==> src/rtl/gearbox_pkg.sv <==
// Shared constants and mode encoding for the I/O gearbox
package gearbox_pkg;

    typedef enum logic [1:0] {
        SEVEN_TO_ONE_MODE,
        DUAL_EDGE_EIGHT_TO_ONE_MODE,
        DUAL_EDGE_FOUR_TO_ONE_MODE
    } ratio_mode_e;

    localparam int unsigned WORD_W        = 8;
    localparam int unsigned BITS_SEVEN    = 7;
    localparam int unsigned BITS_EIGHT    = 8;
    localparam int unsigned BITS_FOUR     = 4;
    localparam int unsigned TICKS_SEVEN   = 7;
    localparam int unsigned TICKS_EIGHT   = 4;
    localparam int unsigned TICKS_FOUR    = 2;
    localparam int unsigned PHASE_W       = 3;
    localparam int unsigned HIST_W        = 17;
    localparam int unsigned CELL_B_LSB    = 4;
    localparam logic [WORD_W-1:0] WORD_RESET = 8'h00;

endpackage

==> src/rtl/io_gearbox_serdes.sv <==
// Input and output gearboxes with two-entry buffers on the core side
`timescale 1ns/1ps
`default_nettype none

module gearbox_buf2 #(
    parameter int unsigned WIDTH = 8
) (
    // Clock and reset
    input  wire logic             clock_i,
    input  wire logic             rst_i,
    // Fill side
    input  wire logic             in_valid_i,
    output logic                  in_ready_o,
    input  wire logic [WIDTH-1:0] in_data_i,
    // Drain side
    output logic                  out_valid_o,
    input  wire logic             out_ready_i,
    output logic      [WIDTH-1:0] out_data_o
);
    logic [WIDTH-1:0] mem_r [2];
    logic             wr_ptr_r;
    logic             rd_ptr_r;
    logic [1:0]       count_r;
    logic             push;
    logic             pop;

    assign in_ready_o  = (count_r != 2'h2);
    assign out_valid_o = (count_r != 2'h0);
    assign out_data_o  = mem_r[rd_ptr_r];
    assign push        = in_valid_i && in_ready_o;
    assign pop         = out_valid_o && out_ready_i;

    always_ff @(posedge clock_i)
    begin
        if (rst_i)
        begin
            wr_ptr_r <= 1'b0;
            rd_ptr_r <= 1'b0;
            count_r  <= 2'h0;
            mem_r[0] <= '0;
            mem_r[1] <= '0;
        end
        else
        begin
            if (push)
            begin
                mem_r[wr_ptr_r] <= in_data_i;
                wr_ptr_r        <= ~wr_ptr_r;
            end
            if (pop)
            begin
                rd_ptr_r <= ~rd_ptr_r;
            end
            count_r <= count_r + {1'b0, push} - {1'b0, pop};
        end
    end
endmodule // gearbox_buf2

// Functional notes
// - Input path is three register stages.
// - Input samples pin on both edges in eight and four modes, rising edge only in seven mode.
// - Alignment steered by load strobe and select.
// - Aligned word presented on slow tick.
// - Output gearbox serializes up to eight bits.
// - Seven, eight, or dual four ratio modes.
// - Output: slow capture, transfer, fast shift.
// - Slow tick, dual-edge pair output, reset.
module io_gearbox_serdes
    import gearbox_pkg::*;
#(
    parameter int unsigned DATA_W = WORD_W
) (
    // Clock and reset
    input  wire logic              clock_i,
    input  wire logic              rst_i,
    // Configuration
    input  wire logic [1:0]        ratio_mode_i,
    input  wire logic              align_load_i,
    input  wire logic              align_select_i,
    // Pin input samples, rising and falling edge
    input  wire logic              pin_rise_i,
    input  wire logic              pin_fall_i,
    // Pin outputs: index 0 first_io_cell, 1 second_io_cell
    output logic      [1:0]        q_rise_o,
    output logic      [1:0]        q_fall_o,
    // Slow system clock enable
    output logic                   sys_tick_o,
    // Core transmit stream
    input  wire logic              tx_valid_i,
    output logic                   tx_ready_o,
    input  wire logic [DATA_W-1:0] tx_data_i,
    // Core receive stream
    output logic                   rx_valid_o,
    input  wire logic              rx_ready_i,
    output logic      [DATA_W-1:0] rx_data_o,
    output logic                   rx_drop_o
);
    if (DATA_W != WORD_W)
    begin : g_width_check
        $error("DATA_W must equal the gearbox word width");
    end

    function automatic logic [PHASE_W-1:0] ticks_of(input logic [1:0] m);
        case (m)
            DUAL_EDGE_EIGHT_TO_ONE_MODE: ticks_of = PHASE_W'(TICKS_EIGHT);
            DUAL_EDGE_FOUR_TO_ONE_MODE:  ticks_of = PHASE_W'(TICKS_FOUR);
            default:                     ticks_of = PHASE_W'(TICKS_SEVEN);
        endcase
    endfunction

    function automatic logic [DATA_W-1:0] extract(input logic [HIST_W-1:0] h,
                                                  input logic [1:0] m,
                                                  input logic off);
        logic [HIST_W-1:0] s;
        logic [4:0]        n;
        s = '0;
        case (m)
            DUAL_EDGE_EIGHT_TO_ONE_MODE: n = 5'(BITS_EIGHT);
            DUAL_EDGE_FOUR_TO_ONE_MODE:  n = 5'(BITS_FOUR);
            default:                     n = 5'(BITS_SEVEN);
        endcase
        s = h >> (5'(HIST_W) - n - {4'h0, off});
        s = s & ((HIST_W'(1) << n) - HIST_W'(1));
        extract = s[DATA_W-1:0];
    endfunction

    logic                  rise_s1_r, rise_s2_r, fall_s1_r, fall_s2_r;
    logic [PHASE_W-1:0]    phase_r;
    logic                  tick;
    logic                  align_sel_r;
    logic [HIST_W-1:0]     hist_r;
    logic [DATA_W-1:0]     aligned_r;
    logic                  aligned_vld_r;
    logic [DATA_W-1:0]     rx_word_r;
    logic                  rx_word_vld_r;
    logic                  rx_in_ready;
    logic                  txb_valid;
    logic [DATA_W-1:0]     txb_data;
    logic [DATA_W-1:0]     cap_r;
    logic [DATA_W-1:0]     sh_r;
    logic [1:0]            q_rise_r, q_fall_r;
    logic                  drop_r;

    // Slow system clock enable divider
    assign tick       = (phase_r == '0);
    assign sys_tick_o = tick;

    always_ff @(posedge clock_i)
    begin
        if (rst_i)
            phase_r <= '0;
        else if (tick)
            phase_r <= ticks_of(ratio_mode_i) - PHASE_W'(1);
        else
            phase_r <= phase_r - PHASE_W'(1);
    end

    // Pin synchronisers
    always_ff @(posedge clock_i)
    begin
        if (rst_i)
        begin
            rise_s1_r <= 1'b0;
            rise_s2_r <= 1'b0;
            fall_s1_r <= 1'b0;
            fall_s2_r <= 1'b0;
        end
        else
        begin
            rise_s1_r <= pin_rise_i;
            rise_s2_r <= rise_s1_r;
            fall_s1_r <= pin_fall_i;
            fall_s2_r <= fall_s1_r;
        end
    end

    // Input stage one: capture history, dual-edge except rising edge only in seven mode
    always_ff @(posedge clock_i)
    begin
        if (rst_i)
            hist_r <= '0;
        else if (ratio_mode_i == SEVEN_TO_ONE_MODE)
            hist_r <= {rise_s2_r, hist_r[HIST_W-1:1]};
        else
            hist_r <= {fall_s2_r, rise_s2_r, hist_r[HIST_W-1:2]};
    end

    // Input stage two: alignment
    always_ff @(posedge clock_i)
    begin
        if (rst_i)
        begin
            align_sel_r   <= 1'b0;
            aligned_r     <= WORD_RESET;
            aligned_vld_r <= 1'b0;
        end
        else
        begin
            if (align_load_i)
                align_sel_r <= align_select_i;
            aligned_vld_r <= tick;
            if (tick)
                aligned_r <= extract(hist_r, ratio_mode_i, align_sel_r);
        end
    end

    // Input stage three: word to core on slow tick
    always_ff @(posedge clock_i)
    begin
        if (rst_i)
        begin
            rx_word_r     <= WORD_RESET;
            rx_word_vld_r <= 1'b0;
            drop_r        <= 1'b0;
        end
        else
        begin
            rx_word_vld_r <= aligned_vld_r;
            if (aligned_vld_r)
                rx_word_r <= aligned_r;
            drop_r <= rx_word_vld_r && !rx_in_ready;
        end
    end
    assign rx_drop_o = drop_r;

    gearbox_buf2 #(.WIDTH(DATA_W)) rx_buf (
        .clock_i     (clock_i),
        .rst_i       (rst_i),
        .in_valid_i  (rx_word_vld_r),
        .in_ready_o  (rx_in_ready),
        .in_data_i   (rx_word_r),
        .out_valid_o (rx_valid_o),
        .out_ready_i (rx_ready_i),
        .out_data_o  (rx_data_o)
    );

    gearbox_buf2 #(.WIDTH(DATA_W)) tx_buf (
        .clock_i     (clock_i),
        .rst_i       (rst_i),
        .in_valid_i  (tx_valid_i),
        .in_ready_o  (tx_ready_o),
        .in_data_i   (tx_data_i),
        .out_valid_o (txb_valid),
        .out_ready_i (tick),
        .out_data_o  (txb_data)
    );

    // Output stages one and two: slow capture, transfer to shifter
    always_ff @(posedge clock_i)
    begin
        if (rst_i)
            cap_r <= WORD_RESET;
        else if (tick)
            cap_r <= txb_valid ? txb_data : WORD_RESET;
    end

    // Output stage three: shift and multiplex onto the pin pair
    always_ff @(posedge clock_i)
    begin
        if (rst_i)
        begin
            sh_r     <= WORD_RESET;
            q_rise_r <= 2'h0;
            q_fall_r <= 2'h0;
        end
        else
        begin
            case (ratio_mode_i)
                DUAL_EDGE_EIGHT_TO_ONE_MODE:
                begin
                    q_rise_r <= {1'b0, sh_r[0]};
                    q_fall_r <= {1'b0, sh_r[1]};
                    sh_r     <= tick ? cap_r : (sh_r >> 2);
                end
                DUAL_EDGE_FOUR_TO_ONE_MODE:
                begin
                    q_rise_r <= {sh_r[CELL_B_LSB], sh_r[0]};
                    q_fall_r <= {sh_r[CELL_B_LSB+1], sh_r[1]};
                    sh_r     <= tick ? cap_r
                                     : {2'h0, sh_r[7:6], 2'h0, sh_r[3:2]};
                end
                default:
                begin
                    q_rise_r <= {1'b0, sh_r[0]};
                    q_fall_r <= {1'b0, sh_r[0]};
                    sh_r     <= tick ? {1'b0, cap_r[BITS_SEVEN-1:0]} : (sh_r >> 1);
                end
            endcase
        end
    end
    assign q_rise_o = q_rise_r;
    assign q_fall_o = q_fall_r;

endmodule // io_gearbox_serdes

`default_nettype wire

==> config.mk <==
export PLATFORM = sky130hd
export DESIGN_NAME = io_gearbox_serdes
export DESIGN_NICKNAME = d
export VERILOG_FILES = /design/src/rtl/gearbox_pkg.sv /design/src/rtl/io_gearbox_serdes.sv
export SDC_FILE = /design/constraint.sdc
export NUM_CORES = 1
export LEC_CHECK = 0
export BUFFER_PORTS_ARGS = -buffer_cell sky130_fd_sc_hd__buf_2
export CAP_MARGIN = 20
export CELL_PAD_IN_SITES_DETAIL_PLACEMENT = 1
export CELL_PAD_IN_SITES_GLOBAL_PLACEMENT = 2
export CORE_AREA = 5 5 110 112
export CTS_BUF_LIST = sky130_fd_sc_hd__clkbuf_4 sky130_fd_sc_hd__clkbuf_8
export DETAILED_ROUTE_END_ITERATION = 7
export DIE_AREA = 0 0 115 117
export GPL_TIMING_DRIVEN = 0
export PLACE_DENSITY = 0.92
export SYNTH_ARGS = -nofsm -noshare
export SYNTH_HDL_FRONTEND = slang
export SYNTH_SLANG_ARGS = --single-unit
==> constraint.sdc <==
create_clock -name clock_i -period 7.9 [get_ports clock_i]
set_input_delay 2.37 -clock clock_i [delete_from_list [all_inputs] [get_ports clock_i]]
set_output_delay 2.37 -clock clock_i [all_outputs]
set_load 0.01 [all_outputs]
==> out/results.ini <==
[outcome]
status = finished clean

[global_route]
grt-ovfl-total = 0
grt.total_usage = 0.171
grt_max_degree = 18
grt_pass1_wl_um = 17900
grt_antenna_before_repair = 0
grt_pass1_vias = 3635

[critical_path]
r2r-end = tx_buf.count_r[1]
critPathCaptureType = flip-flop
critPathMaxFanout = 10
cp-start-kind = input port
regToRegSetupSlack_ns = 5.61
reg2reg_depth = 9
arrival_ns = 5.29
worstPathRequired_ns = 8.15
critPathKind = in -> reg
reg2reg_from = phase_r[1]

[layout]
layoutNonFillerInstCount = 631
syn_to_final_growth_pct = 11.7
layout-drive-gt1-share = 0.174
final_area_um2 = 5340
n_fill_cell = 1242
fin_nets = 513
diodes = 0

[synth]
ys_warn_count = 0
synth_area_leaders = dfxtp_1, edfxtp_1, mux2i_1
synthDistinctLibCells = 49
yosys-top-cells-count = dfxtp_1, nor2_1, mux2i_1
yosysTopAreaCell = dfxtp_1
async_flop_share = 0
synth_edf_count = 32
synthCells = 438
post-synth-top-count-cell = dfxtp_1
ys_seq_area_frac = 0.511
synth-seq-cells = 106
netlist.area_leader.share = 0.310
syn_area_per_cell_um2 = 10.9
netlist_area_um2 = 4780
syn_nets = 468
synth_flop_cell = dfxtp_1

[clock_network]
cts_setup_buffers = 0
cts.reportedPaths.clkPinSlew_ns = 0.10
clockBufferDepth = 2
hold_buffers = 0
cts_tree = done
cts_buffers = 9
cts-resized-gates = 0
clock-sinks = 106
htree_num_levels = 3
root_buffer = clkbuf_8
clk_latency_ns = 0.39

[detailed_routing]
route.detailed.wl_per_inst_um = 16.9
drt_iter0_drc = 156
drcViolationCount = 0
antenna_left = 0
num_vias = 3332
first_pass_iters = 4
wirelength_um = 10700
via_per_inst = 5.28

[sta]
fmax_mhz = 199
rsz0062_at_grt = no
clock-skew-final_ns = 0.0172
setup-violations-final = 0
fin_tns_setup_ns = 0
worst_slack_ns = 2.86
slew-limit-headroom = 0.523
hold_viol_final = 0
period_needed_ns = 5.04
tightestPinTransition_ns = 0.714
finalMaxSlewViolations = 0
fin_crit_sh = 0.637

[pwr]
p_leak_uw = 0.00214
p_per_area_nw_per_um2 = 261
ir_worst_vdd_uv = 117

[floorplan]
dieArea_um2 = 13500
die_h_um = 117
rows = 39
fp.dieW_um = 115
num_io_pins = 34
core-area_um2 = 11100
start_util = 0.429

[run]
maxCapViolations = 0

[place]
gp_congestion = 0.880
dp_slack_ns = 2.49
io_buffer_count = 32
post-dp-hpwl_um = 7940
dp_cells = 613
placed_area_um2 = 5110

[hold_path]
min_to = rise_s2_r
hold_path.class = reg -> reg
min_from = rise_s1_r
hold_depth = 1

-- worst max-delay path by stage --
stage	from	endpoint	slack, ns	depth (start not counted)
finish	ratio_mode_i[0]	aligned_r[1]	2.86	11
global route	ratio_mode_i[0]	aligned_r[3]	2.65	11
CTS	ratio_mode_i[0]	aligned_r[1]	2.86	11
detailed placement	ratio_mode_i[0]	aligned_r[1]	2.49	11
global placement	ratio_mode_i[0]	aligned_r[1]	2.55	11
floorplan	ratio_mode_i[0]	aligned_r[1]	3.16	10
-- flip-flops by register name, summed over array words and instances, names as in the netlist, 3 cells and up, named ones only --
register,flops
aligned_r,8
cap_r,8
hist_r,17
phase_r,3
rx_buf.mem_r,16
rx_word_r,8
sh_r,8
tx_buf.mem_r,16
-- logic make-up after synthesis --
kind of cell | after synthesis | synth area share
AND/OR/NAND/NOR | 153 | 0.167
multiplexers | 72 | 0.168
AO/OA/AOI/OAI | 44 | 0.0702
buffers and inverters | 42 | 0.0362
adder cells (fa/ha/maj) | 12 | 0.0314
XOR/XNOR | 9 | 0.0165
flip-flops | 106 | 0.511
-- worst max-delay path, cell delays in order --
cell and delay, ns:
buf_2 0.12, inv_1 0.08, ha_1 0.30, clkbuf_1 0.29, clkbuf_1 0.37, inv_1 0.21, ha_1 0.30, buf_6 0.18
mux4_1 0.51, a2111oi_2 0.49, nor4_2 0.06
-- routing by layer --
layer  GRT usage  routed length, um
met1       0.186               4530
met2       0.319               5460
met3      0.0298                411
met4      0.0869                262
met5           0                  0
-- layout make-up --
type	count	area [um^2]	area share
plain buffers	28	120	0.0225
clock buffers	11	145	0.0272
clock inverters	5	60.1	0.0113
inverters	14	52.6	0.00985
multi-input cells	290	2160	0.405
flip-flops and latches	106	2440	0.458
well taps	143	179	0.0335
repair buffers	34	175	0.0328
-- power breakdown --
| group | internal [uW] | switching [uW] |
|---|---|---|
| logic | 159 | 217 |
| registers | 630 | 35.2 |
| clock network | 161 | 190 |
-- per-stage QoR --
step	hold slack (ns)	util	total power [uW]
after floorplan	0.414	-	947
after global placement	0.418	0.460	1030
after detailed placement	0.439	0.460	1060
after CTS	0.453	0.478	1410
after global routing	0.468	0.480	1470
final	0.444	0.480	1390
-- cell usage in the layout, fill, tap and decap left out, types with 3 or more instances in the layout --
cell type	n
o211ai_1	3
nor2b_1	8
ha_1	12
nor2_1	62
clkbuf_8	10
o21ai_0	4
and2_1	35
clkbuf_1	16
a22oi_1	8
or2_2	3
nor4_1	4
edfxtp_1	32
a32o_1	3
buf_2	38
nor3b_1	5
buf_1	5
o22ai_1	3
mux2i_1	50
nand2_1	9
a21oi_1	7
xor2_1	3
or3_1	3
nand2b_1	5
nor3_1	9
mux2_2	18
clkbuf_4	3
a2111oi_0	4
dfxtp_1	74
xnor2_1	6
inv_1	13
No activity file was read; power rests on OpenSTA's default activity.
